==> config.mk <==
export PLATFORM = sky130hd
export DESIGN_NAME = srp_ctrl
export DESIGN_NICKNAME = d
export VERILOG_FILES = /design/src/rtl/srp_pkg.sv /design/src/rtl/srp_pulse_div.sv /design/src/rtl/srp_serial_port.sv /design/src/rtl/srp_ctrl.sv
export VERILOG_INCLUDE_DIRS = /design/src /design/src/rtl
export SDC_FILE = /design/constraint.sdc
export NUM_CORES = 1
export LEC_CHECK = 0
export BUFFER_PORTS_ARGS = -buffer_cell sky130_fd_sc_hd__buf_2
export CORE_ASPECT_RATIO = 2
export CORE_MARGIN = 1
export CORE_UTILIZATION = 60
export CTS_CLUSTER_DIAMETER = 120
export CTS_CLUSTER_SIZE = 30
export DETAILED_ROUTE_END_ITERATION = 16
export GPL_ROUTABILITY_DRIVEN = 0
export PLACE_DENSITY = 0.86
export REMOVE_ABC_BUFFERS = 1
export SETUP_SLACK_MARGIN = 0.02
export SYNTH_ARGS = -nofsm -noshare
export SYNTH_HDL_FRONTEND = slang
export SYNTH_SLANG_ARGS = --single-unit
==> constraint.sdc <==
create_clock -name clk -period 6.25 [get_ports clk]
set_input_delay 0.625 -clock clk [delete_from_list [all_inputs] [get_ports clk]]
set_output_delay 0.625 -clock clk [all_outputs]
set_load 0.05 [all_outputs]
==> src/rtl/srp_defines.svh <==
// Serial addresses, field positions, reset values and fixed counts of the reference pulse controller
`ifndef SRP_DEFINES_SVH
`define SRP_DEFINES_SVH

// ----------------------------------------
// Frame layout
// ----------------------------------------
`define SRP_FRAME_BITS 5'h18
`define SRP_HEADER_BITS 5'h08
`define SRP_RW_BIT 23
`define SRP_ADDR_LSB 16
`define SRP_READ_FLAG 1'h1

// ----------------------------------------
// Register addresses
// ----------------------------------------
`define SRP_ADDR_MODE 7'h00
`define SRP_ADDR_OUTSEL 7'h01
`define SRP_ADDR_REFCFG 7'h02
`define SRP_ADDR_REFDIV 7'h03
`define SRP_ADDR_DLY01 7'h04
`define SRP_ADDR_DLY23 7'h05
`define SRP_ADDR_STATUS 7'h06

// ----------------------------------------
// Field positions
// ----------------------------------------
`define SRP_MODE_PD_BIT 0
`define SRP_MODE_RESET_BIT 1
`define SRP_MODE_CAL_BIT 3
`define SRP_MODE_SYNC_BIT 14
`define SRP_OUTSEL_SEL_LSB 0
`define SRP_OUTSEL_FMT_BIT 2
`define SRP_REFCFG_EN_BIT 0
`define SRP_REFCFG_REPEAT_BIT 1
`define SRP_REFCFG_PULSED_BIT 2
`define SRP_REFCFG_PRE_LSB 5
`define SRP_REFCFG_BURST_LSB 8
`define SRP_DLY_LO_LSB 0
`define SRP_DLY_HI_LSB 8

// ----------------------------------------
// Reset values and fixed codes
// ----------------------------------------
`define SRP_RST_BURST 4'h4
`define SRP_RST_DIV 11'h000
`define SRP_RST_PRE 3'h1
`define SRP_RST_SEL 2'h0
`define SRP_RST_W0 6'h24
`define SRP_RST_W1 6'h1B
`define SRP_RST_W23 6'h00
`define SRP_SEL_REF_PULSE 2'h2
`define SRP_PRE_DIV1 3'h1
`define SRP_PRE_DIV2 3'h2
`define SRP_PRE_DIV4 3'h4
`define SRP_RATE_DIV_MIN 11'h0AA
`define SRP_DELAY_SUM 8'h3F

`endif

==> src/rtl/srp_pkg.sv <==
// Types shared by the reference pulse controller modules
package srp_pkg;

  // Configuration held by the serial registers
  typedef struct packed {
    logic phaseSyncModeEnable;
    logic powerDownBit;
    logic resetBit;
    logic [1:0] auxOutputSelect;
    logic inputPinFormat;
    logic refPulseEnable;
    logic refRepeatSelect;
    logic refPulsedSelect;
    logic [2:0] refPreDivider;
    logic [3:0] refBurstLength;
    logic [10:0] refRateDivider;
    logic [5:0] delayWeight0;
    logic [5:0] delayWeight1;
    logic [5:0] delayWeight2;
    logic [5:0] delayWeight3;
  } srp_cfg_t;

  // Register write decoded from a finished frame
  typedef struct packed {
    logic valid;
    logic [6:0] addr;
    logic [15:0] data;
  } srp_wr_t;

  // Output pulse sequencer
  typedef enum logic [1:0] {
    SRP_IDLE = 2'b00,
    SRP_HIGH = 2'b01,
    SRP_LOW = 2'b11,
    SRP_DONE = 2'b10
  } srp_fsm_t;

endpackage

==> src/rtl/srp_pulse_div.sv <==
// Programmable divider that turns an enable stream into one-cycle ticks
`timescale 1ns/1ps
module srp_pulse_div #(
  parameter int WIDTH = 11
) (
  // Clock and reset
  input wire logic clk,
  input wire logic reset,
  // Control
  input wire logic clear,
  input wire logic enable,
  input wire logic [WIDTH-1:0] divisor,
  // Result
  output logic tick
);
  import srp_pkg::*;

  typedef struct packed {
    logic [WIDTH-1:0] count;
  } srp_div_state_t;

  srp_div_state_t st;
  srp_div_state_t next_st;

  // A divisor of zero never ticks; a shrinking divisor still wraps because of the compare
  assign tick = enable && (divisor != '0) && (st.count >= divisor - WIDTH'(1));

  always_comb
  begin
    next_st = st;
    if (clear)
    begin
      next_st.count = '0;
    end
    else if (enable)
    begin
      next_st.count = tick ? '0 : st.count + WIDTH'(1);
    end
  end

  always_ff @(posedge clk or posedge reset)
  begin
    if (reset)
    begin
      st <= '0;
    end
    else
    begin
      st <= next_st;
    end
  end

endmodule // srp_pulse_div

==> src/rtl/srp_serial_port.sv <==
// Serial programming port: 24-bit frames, write on chip select release, readback on sdo
`timescale 1ns/1ps
`include "srp_defines.svh"
module srp_serial_port (
  // Clock and reset
  input wire logic clk,
  input wire logic reset,
  // Serial pins
  input wire logic serialClock,
  input wire logic serialDataIn,
  input wire logic chipSelectN,
  output logic serialDataOut,
  // Register side
  input wire logic [15:0] readData,
  output logic [6:0] readAddr,
  output srp_pkg::srp_wr_t wr
);
  import srp_pkg::*;

  typedef struct packed {
    logic clkPrev;
    logic csPrev;
    logic [23:0] shift;
    logic [4:0] count;
    logic [15:0] rdShift;
    logic rdMode;
    logic sdo;
    srp_wr_t wr;
  } srp_sp_state_t;

  srp_sp_state_t st;
  srp_sp_state_t next_st;
  logic clkRise;
  logic clkFall;
  logic csRise;

  assign clkRise = serialClock && !st.clkPrev;
  assign clkFall = !serialClock && st.clkPrev;
  assign csRise = chipSelectN && !st.csPrev;
  assign readAddr = st.shift[6:0];
  assign serialDataOut = st.sdo;
  assign wr = st.wr;

  always_comb
  begin
    next_st = st;
    next_st.clkPrev = serialClock;
    next_st.csPrev = chipSelectN;
    next_st.wr.valid = 1'b0;
    if (chipSelectN)
    begin
      next_st.count = '0;
      next_st.sdo = 1'b0;
      next_st.rdMode = 1'b0;
      // Only a full-length write frame reaches a register
      if (csRise && st.count == `SRP_FRAME_BITS && !st.shift[`SRP_RW_BIT])
      begin
        next_st.wr.valid = 1'b1;
        next_st.wr.addr = st.shift[`SRP_ADDR_LSB +: 7];
        next_st.wr.data = st.shift[15:0];
      end
    end
    else
    begin
      if (clkRise && st.count != `SRP_FRAME_BITS)
      begin
        next_st.shift = {st.shift[22:0], serialDataIn};
        next_st.count = st.count + 5'h01;
      end
      // Header complete and flagged read: drive data on falling edges for the host to sample on rising
      if (clkFall && st.count == `SRP_HEADER_BITS && !st.rdMode && st.shift[7] == `SRP_READ_FLAG)
      begin
        next_st.rdMode = 1'b1;
        next_st.sdo = readData[15];
        next_st.rdShift = {readData[14:0], 1'b0};
      end
      // The flag is latched because later data bits push it out of the header position
      else if (clkFall && st.rdMode)
      begin
        next_st.sdo = st.rdShift[15];
        next_st.rdShift = {st.rdShift[14:0], 1'b0};
      end
    end
  end

  always_ff @(posedge clk or posedge reset)
  begin
    if (reset)
    begin
      // Chip select idles high, so its history starts high to avoid a false release edge
      st <= '{csPrev: 1'b1, default: '0};
    end
    else
    begin
      st <= next_st;
    end
  end
endmodule // srp_serial_port

==> src/rtl/srp_ctrl.sv <==
// Reference pulse controller: serial configuration, generator and repeater pulse sequencing
// ----------------------------------------
// ----------------------------------------
`timescale 1ns/1ps
`include "srp_defines.svh"
module srp_ctrl (
  // Clock and reset
  input wire logic clk,
  input wire logic reset,
  // Serial programming port
  input wire logic serialClock,
  input wire logic serialDataIn,
  input wire logic chipSelectN,
  output logic serialDataOut,
  // Device pins
  input wire logic chipEnable,
  input wire logic refRequestPin,
  output logic auxRfOutput,
  // Status and configuration seen by the analog side
  output logic power_down_bit,
  output logic freqCalStart,
  output logic inputPinFormat,
  output logic refModeActive,
  output logic configError,
  output srp_pkg::srp_cfg_t cfgOut
);
  import srp_pkg::*;

  typedef struct packed {
    srp_cfg_t cfg;
    srp_fsm_t fsm;
    logic [3:0] pulses;
    logic aux;
    logic reqInterp;
    logic reqMain;
    logic reqPrev;
    logic calStart;
    logic pd;
    logic active;
    logic pinFmt;
    logic err;
  } srp_ctrl_state_t;

  srp_ctrl_state_t st;
  srp_ctrl_state_t next_st;
  srp_wr_t wr;
  logic [6:0] readAddr;
  logic [15:0] readData;
  logic interpTick;
  logic rateTick;
  logic preValid;
  logic softReset;
  logic pdNow;
  logic modeActive;
  logic reqRise;
  logic genAbort;
  logic [7:0] weightSum;

  // ----------------------------------------
  // Helpers
  // ----------------------------------------
  function automatic srp_cfg_t resetCfg(input logic pdBit, input logic rstBit);
    srp_cfg_t c;
    c = '0;
    c.powerDownBit = pdBit;
    c.resetBit = rstBit;
    c.auxOutputSelect = `SRP_RST_SEL;
    c.refPreDivider = `SRP_RST_PRE;
    c.refBurstLength = `SRP_RST_BURST;
    c.refRateDivider = `SRP_RST_DIV;
    c.delayWeight0 = `SRP_RST_W0;
    c.delayWeight1 = `SRP_RST_W1;
    c.delayWeight2 = `SRP_RST_W23;
    c.delayWeight3 = `SRP_RST_W23;
    return c;
  endfunction

  // A burst of zero pulses finishes at once
  function automatic srp_fsm_t startState(input srp_cfg_t c);
    return (c.refPulsedSelect && c.refBurstLength == 4'h0) ? SRP_DONE : SRP_HIGH;
  endfunction

  function automatic logic [15:0] readReg(input logic [6:0] a, input srp_ctrl_state_t s);
    logic [15:0] d;
    d = 16'h0000;
    unique case (a)
      `SRP_ADDR_MODE:
      begin
        d[`SRP_MODE_PD_BIT] = s.cfg.powerDownBit;
        d[`SRP_MODE_RESET_BIT] = s.cfg.resetBit;
        d[`SRP_MODE_SYNC_BIT] = s.cfg.phaseSyncModeEnable;
      end
      `SRP_ADDR_OUTSEL:
      begin
        d[`SRP_OUTSEL_SEL_LSB +: 2] = s.cfg.auxOutputSelect;
        d[`SRP_OUTSEL_FMT_BIT] = s.cfg.inputPinFormat;
      end
      `SRP_ADDR_REFCFG:
      begin
        d[`SRP_REFCFG_EN_BIT] = s.cfg.refPulseEnable;
        d[`SRP_REFCFG_REPEAT_BIT] = s.cfg.refRepeatSelect;
        d[`SRP_REFCFG_PULSED_BIT] = s.cfg.refPulsedSelect;
        d[`SRP_REFCFG_PRE_LSB +: 3] = s.cfg.refPreDivider;
        d[`SRP_REFCFG_BURST_LSB +: 4] = s.cfg.refBurstLength;
      end
      `SRP_ADDR_REFDIV: d[10:0] = s.cfg.refRateDivider;
      `SRP_ADDR_DLY01: d = {2'h0, s.cfg.delayWeight1, 2'h0, s.cfg.delayWeight0};
      `SRP_ADDR_DLY23: d = {2'h0, s.cfg.delayWeight3, 2'h0, s.cfg.delayWeight2};
      `SRP_ADDR_STATUS: d = {8'h00, s.pulses, s.err, s.pd, s.fsm};
      default: d = 16'h0000;
    endcase
    return d;
  endfunction

  // ----------------------------------------
  // Serial port and dividers
  // ----------------------------------------
  srp_serial_port u_port (
    .clk(clk),
    .reset(reset),
    .serialClock(serialClock),
    .serialDataIn(serialDataIn),
    .chipSelectN(chipSelectN),
    .serialDataOut(serialDataOut),
    .readData(readData),
    .readAddr(readAddr),
    .wr(wr)
  );

  assign readData = readReg(readAddr, st);

  assign preValid = st.cfg.refPreDivider == `SRP_PRE_DIV1 || st.cfg.refPreDivider == `SRP_PRE_DIV2
    || st.cfg.refPreDivider == `SRP_PRE_DIV4;

  // An invalid pre-divider code stalls the interpolator rather than guessing a ratio
  srp_pulse_div #(.WIDTH(3)) u_pre (
    .clk(clk),
    .reset(reset),
    .clear(!preValid),
    .enable(1'b1),
    .divisor(preValid ? st.cfg.refPreDivider : 3'h0),
    .tick(interpTick)
  );

  // Cleared outside a pulse train so every train starts with a full high phase
  srp_pulse_div #(.WIDTH(11)) u_rate (
    .clk(clk),
    .reset(reset),
    .clear(st.fsm == SRP_IDLE || st.fsm == SRP_DONE),
    .enable(interpTick),
    .divisor(st.cfg.refRateDivider),
    .tick(rateTick)
  );

  // ----------------------------------------
  // Mode decode
  // ----------------------------------------
  assign softReset = st.cfg.resetBit && !st.cfg.powerDownBit;
  assign pdNow = st.cfg.powerDownBit || !chipEnable;
  assign modeActive = st.cfg.phaseSyncModeEnable && st.cfg.refPulseEnable
    && st.cfg.auxOutputSelect == `SRP_SEL_REF_PULSE && !pdNow && !softReset;
  assign reqRise = st.reqMain && !st.reqPrev;
  assign genAbort = !st.cfg.refRepeatSelect && !refRequestPin;
  assign weightSum = 8'(st.cfg.delayWeight0) + 8'(st.cfg.delayWeight1) + 8'(st.cfg.delayWeight2)
    + 8'(st.cfg.delayWeight3);

  // ----------------------------------------
  // Next state
  // ----------------------------------------
  always_comb
  begin
    next_st = st;
    next_st.calStart = 1'b0;
    if (wr.valid)
    begin
      unique case (wr.addr)
        `SRP_ADDR_MODE:
        begin
          next_st.cfg.powerDownBit = wr.data[`SRP_MODE_PD_BIT];
          next_st.cfg.resetBit = wr.data[`SRP_MODE_RESET_BIT];
          next_st.cfg.phaseSyncModeEnable = wr.data[`SRP_MODE_SYNC_BIT];
          next_st.calStart = wr.data[`SRP_MODE_CAL_BIT];
        end
        `SRP_ADDR_OUTSEL:
        begin
          next_st.cfg.auxOutputSelect = wr.data[`SRP_OUTSEL_SEL_LSB +: 2];
          next_st.cfg.inputPinFormat = wr.data[`SRP_OUTSEL_FMT_BIT];
        end
        `SRP_ADDR_REFCFG:
        begin
          next_st.cfg.refPulseEnable = wr.data[`SRP_REFCFG_EN_BIT];
          next_st.cfg.refRepeatSelect = wr.data[`SRP_REFCFG_REPEAT_BIT];
          next_st.cfg.refPulsedSelect = wr.data[`SRP_REFCFG_PULSED_BIT];
          next_st.cfg.refPreDivider = wr.data[`SRP_REFCFG_PRE_LSB +: 3];
          next_st.cfg.refBurstLength = wr.data[`SRP_REFCFG_BURST_LSB +: 4];
        end
        `SRP_ADDR_REFDIV: next_st.cfg.refRateDivider = wr.data[10:0];
        `SRP_ADDR_DLY01:
        begin
          next_st.cfg.delayWeight0 = wr.data[`SRP_DLY_LO_LSB +: 6];
          next_st.cfg.delayWeight1 = wr.data[`SRP_DLY_HI_LSB +: 6];
        end
        `SRP_ADDR_DLY23:
        begin
          next_st.cfg.delayWeight2 = wr.data[`SRP_DLY_LO_LSB +: 6];
          next_st.cfg.delayWeight3 = wr.data[`SRP_DLY_HI_LSB +: 6];
        end
        default:
        begin
          next_st.cfg = next_st.cfg;
        end
      endcase
    end
    // Power-down and reset bits stay writable under soft reset, otherwise it could never be released
    if (softReset)
    begin
      next_st.cfg = resetCfg(next_st.cfg.powerDownBit, next_st.cfg.resetBit);
      next_st.calStart = 1'b0;
    end

    // Two-stage re-time: interpolator rate first, then the main output clock
    if (interpTick)
    begin
      next_st.reqInterp = refRequestPin;
    end
    next_st.reqMain = st.reqInterp;
    next_st.reqPrev = st.reqMain;

    if (!modeActive)
    begin
      next_st.fsm = SRP_IDLE;
      next_st.pulses = 4'h0;
    end
    else
    begin
      unique case (st.fsm)
        SRP_IDLE:
        begin
          if ((!st.cfg.refRepeatSelect && refRequestPin) || (st.cfg.refRepeatSelect && reqRise))
          begin
            next_st.fsm = startState(st.cfg);
            next_st.pulses = 4'h0;
          end
        end
        SRP_HIGH:
        begin
          if (genAbort)
          begin
            next_st.fsm = SRP_IDLE;
          end
          else if (rateTick)
          begin
            next_st.fsm = SRP_LOW;
          end
        end
        SRP_LOW:
        begin
          if (genAbort)
          begin
            next_st.fsm = SRP_IDLE;
          end
          else if (rateTick)
          begin
            next_st.pulses = st.pulses + 4'h1;
            // Pulsed mode stops after the programmed count; continuous mode always returns to the high phase here
            if (st.cfg.refPulsedSelect && st.pulses + 4'h1 >= st.cfg.refBurstLength)
            begin
              next_st.fsm = SRP_DONE;
            end
            else
            begin
              next_st.fsm = SRP_HIGH;
            end
          end
        end
        SRP_DONE:
        begin
          if (genAbort)
          begin
            next_st.fsm = SRP_IDLE;
          end
          else if (st.cfg.refRepeatSelect && reqRise)
          begin
            next_st.fsm = startState(st.cfg);
            next_st.pulses = 4'h0;
          end
        end
      endcase
    end
    next_st.aux = next_st.fsm == SRP_HIGH;
    next_st.pd = pdNow;
    next_st.active = modeActive;
    // LVDS is refused in generator mode by falling back to CMOS
    next_st.pinFmt = next_st.cfg.inputPinFormat && next_st.cfg.refRepeatSelect;
    next_st.err = (st.cfg.refPulseEnable != (st.cfg.auxOutputSelect == `SRP_SEL_REF_PULSE))
      || (st.cfg.refPulseEnable && (!preValid || st.cfg.refRateDivider < `SRP_RATE_DIV_MIN))
      || weightSum != `SRP_DELAY_SUM;
  end

  always_ff @(posedge clk or posedge reset)
  begin
    if (reset)
    begin
      st <= '{cfg: resetCfg(1'b0, 1'b0), fsm: SRP_IDLE, default: '0};
    end
    else
    begin
      st <= next_st;
    end
  end

  // ----------------------------------------
  // Outputs
  // ----------------------------------------
  assign auxRfOutput = st.aux;
  assign power_down_bit = st.pd;
  assign freqCalStart = st.calStart;
  assign inputPinFormat = st.pinFmt;
  assign refModeActive = st.active;
  assign configError = st.err;
  assign cfgOut = st.cfg;
endmodule // srp_ctrl

==> results_dict.tcl <==
set metrics [dict create \
    utilization_pct 66.3 \
    drc_errors 0 \
    synth-edff-count 0 \
    track_usage_pct 33.6 \
    netlist_top_cells_count "nand2_1 (153), dfrtp_1 (142), nor2_1 (59)" \
    die-area_mm2 0.0144 \
    fp-row-count 60 \
    grt_pass1_wl_um 35900 \
    fin_skew_ns 0.0120 \
    setup_viol 0 \
    avgSynthCellArea_um2 9.73 \
    cp_common_cell "ha_1" \
    max_freq_mhz 265 \
    cts_buffer_depth 2 \
    cts_buffers 17 \
    cp-start-kind "register" \
    synth.most_common_cell "nand2_1" \
    first_pass_iters 8 \
    drive_gt1_share_pct 18.3 \
    critical_path_class "reg2reg" \
    viasPerCell 6.58 \
    vdd_drop_max_uv 258 \
    die_w_um 85.5 \
    setup_tns_ns 0 \
    grt_max_degree 85 \
    wirelength_um 22900 \
    cts.clk_slew.worst_paths_ns 0.07 \
    swShare_pct 26.7 \
    synthArstFlopShare_pct 100 \
    crit_path_end_kind "register" \
    ff2ff_path_depth 12 \
    cts.sinks 151 \
    ys_types 66 \
    routedWlPerCell_um 22.3 \
    finalMaxSlewViolations 0 \
    syn2layout_area_growth_pct 7.17 \
    min_period_over_period_pct 60.3 \
    ant_nets 0 \
    clk_latency_ns 0.43 \
    die_h_um 169 \
    p_leak_nw 4.47 \
    drt_iter0_markers 739 \
    hold_buffers 0 \
    fin_hold_ws_ns 0.340 \
    rr_endpoint "st[14]$_DFF_PP0_" \
    critPathMaxStageDelay_ns 0.56 \
    fin_nets 910 \
    finalHoldViolations 0 \
    synthTopCellsByArea "dfrtp_1 (43%), nand2_1 (6.9%), ha_1 (4.9%), buf_4 (4.6%), mux2i_1 (4.5%)" \
    combPwrFrac_pct 9.4 \
    cp.required_ns 6.56 \
    status "finished, final reports clean" \
    initial_core_util_pct 61.9 \
    placed_cell_area_mm2 0.00841 \
    cts.htree.levels 4 \
    hold_class "in2async" \
    vias 6749 \
    p_total_mw 2.22 \
    internal_power_mw 1.63 \
    cp_cell_sequence "inv_1 > ha_1 > or4b_4 > or2_4 > nor2_1 > xnor2_1 > ha_1 > nand4_1 > or4_1 > a211oi_2 > a21oi_1 > o31a_1" \
    dp_hpwl_um 15400 \
    maxCapViolCount 0 \
    cts_tree "built" \
    period_needed_ns 3.77 \
    p_clk_share_pct 43.4 \
    antenna_found_initial 1 \
    cp_num_buf_inv 1 \
    pre_cts_ws_ns 2.53 \
    crit_path_max_fanout 8 \
    ys.flop_type "dfrtp_1" \
    grt_pass1_vias 6705 \
    yosysWarnings 0 \
    p_per_area_mw_per_mm2 248 \
    crit_family "simple AND/OR/NAND/NOR gates" \
    netlist_area_mm2 0.00836 \
    yosys_register_bits 151 \
    finalWorstSetupSlack_ns 2.48 \
    core_mm2 0.0135 \
    stdcell_count 1026 \
    cts_resized 0 \
    seq_power_share_pct 47.2 \
    num_io_pins 65 \
    synth_area_leader_cell "dfrtp_1" \
    postLayoutCellArea_mm2 0.00896 \
    slowest_stage "or4_1" \
    rsz0062_at_grt "false" \
    r2r_slack_ns 2.48 \
    port_buffers 64 \
    arrival_ns 4.08 \
    post_cts_buffers 0 \
    dp.cells 994 \
    worst_r2r_startpoint "cfgOut[24]$_DFFE_PP0P_" \
    overflow 0 \
    relSlewSlack_pct 21.9 \
    yosysSeqAreaShare_pct 45.3 \
    clockRootBuffer "clkbuf_16" \
    p_sw_uw 593 \
    worstMarginPinSlew_ns 1.17 \
    synth_cells 859 \
    synth_top_area_share_pct 42.5 \
]
==> final cells by class <==
type / instances / area, um2
clock inverter: 12 / 106
inverter: 19 / 76.3
timing repair buffer: 73 / 388
multi-input combinational: 596 / 3960
antenna: 1 / 2.50
tap: 155 / 194
sequential: 151 / 3790
fill: 994 / 4550
clock buffer: 19 / 443
==> metal layers <==
metal  GRT usage [%]  wire length, um
met1            34.9             7420
met2            54.6            11400
met3            8.87             1800
met4            30.4             2340
met5               0               13
==> worst register-to-register path: stages, from the launching register on <==
cell	delay (ns)
dfrtp_1	0.42
inv_1	0.10
ha_1	0.20
or4b_4	0.51
or2_4	0.28
nor2_1	0.11
xnor2_1	0.09
ha_1	0.30
nand4_1	0.13
or4_1	0.56
a211oi_2	0.55
a21oi_1	0.15
o31a_1	0.27
==> cell families (layout without fill, tap and decap cells) <==
family	Yosys count	in the layout	synth area share, %
AND/OR/NAND/NOR	337	337	19.2
buffers and inverters	112	123	7.51
multiplexers	69	69	8.99
adder cells (fa/ha/maj)	45	45	7.81
other	0	1	0
AO/OA/AOI/OAI	121	121	8.67
flip-flops	151	151	45.3
XOR/XNOR	24	24	2.51
==> cell usage in the layout (no fill, tap or decap), types with 5 or more instances in the layout <==
master	Yosys	layout
nand3b_1	5	5
nand2_1	153	153
xnor2_1	15	15
mux2_2	29	29
clkbuf_16	0	17
dfrtp_1	142	142
buf_2	7	64
xor2_1	9	9
mux2i_1	38	38
nor2b_1	14	13
nor4_1	9	8
a22oi_1	9	9
dfstp_2	9	9
ha_1	33	33
nand3_1	35	35
nor2_1	59	58
fa_1	12	12
and3_1	8	8
nor3_1	7	7
a21oi_1	49	49
o21ai_0	32	32
buf_4	51	9
inv_1	18	17
nand2b_1	8	8
nand4_1	7	7
==> power by group through the flow <==
stage,Sequential (mW),Combinational [mW],Clock [mW]
detailed placement,1.06,0.192,0
global route,1.05,0.218,0.998
global placement,1.06,0.189,0
floorplan,1.06,0.107,0
finish,1.05,0.208,0.963
CTS,1.04,0.197,0.967
==> flip-flops by register name, summed over array words and instances (netlist names) <==
register / count
cfgOut: 51
u_port.st: 40
u_port.wr: 23
u_rate.st: 11
st: 7
u_port.readAddr: 7
u_pre.st: 3
next_st: 2
auxRfOutput: 1
configError: 1
freqCalStart: 1
inputPinFormat: 1
power_down_bit: 1
refModeActive: 1
u_port.serialDataOut: 1
==> worst max path at each step <==
stage                           start                    end  cells past startpoint
2_1_floorplan                   reset  auxRfOutput$_DFF_PP0_                      1
4_1_cts        cfgOut[24]$_DFFE_PP0P_       st[14]$_DFF_PP0_                     12
3_3_place_gp   cfgOut[24]$_DFFE_PP0P_       st[14]$_DFF_PP0_                     12
3_5_place_dp   cfgOut[24]$_DFFE_PP0P_       st[14]$_DFF_PP0_                     12
5_1_grt        cfgOut[24]$_DFFE_PP0P_       st[14]$_DFF_PP0_                     12
6_report       cfgOut[24]$_DFFE_PP0P_       st[14]$_DFF_PP0_                     12
Note: power is estimated with default switching activity, not from simulation.
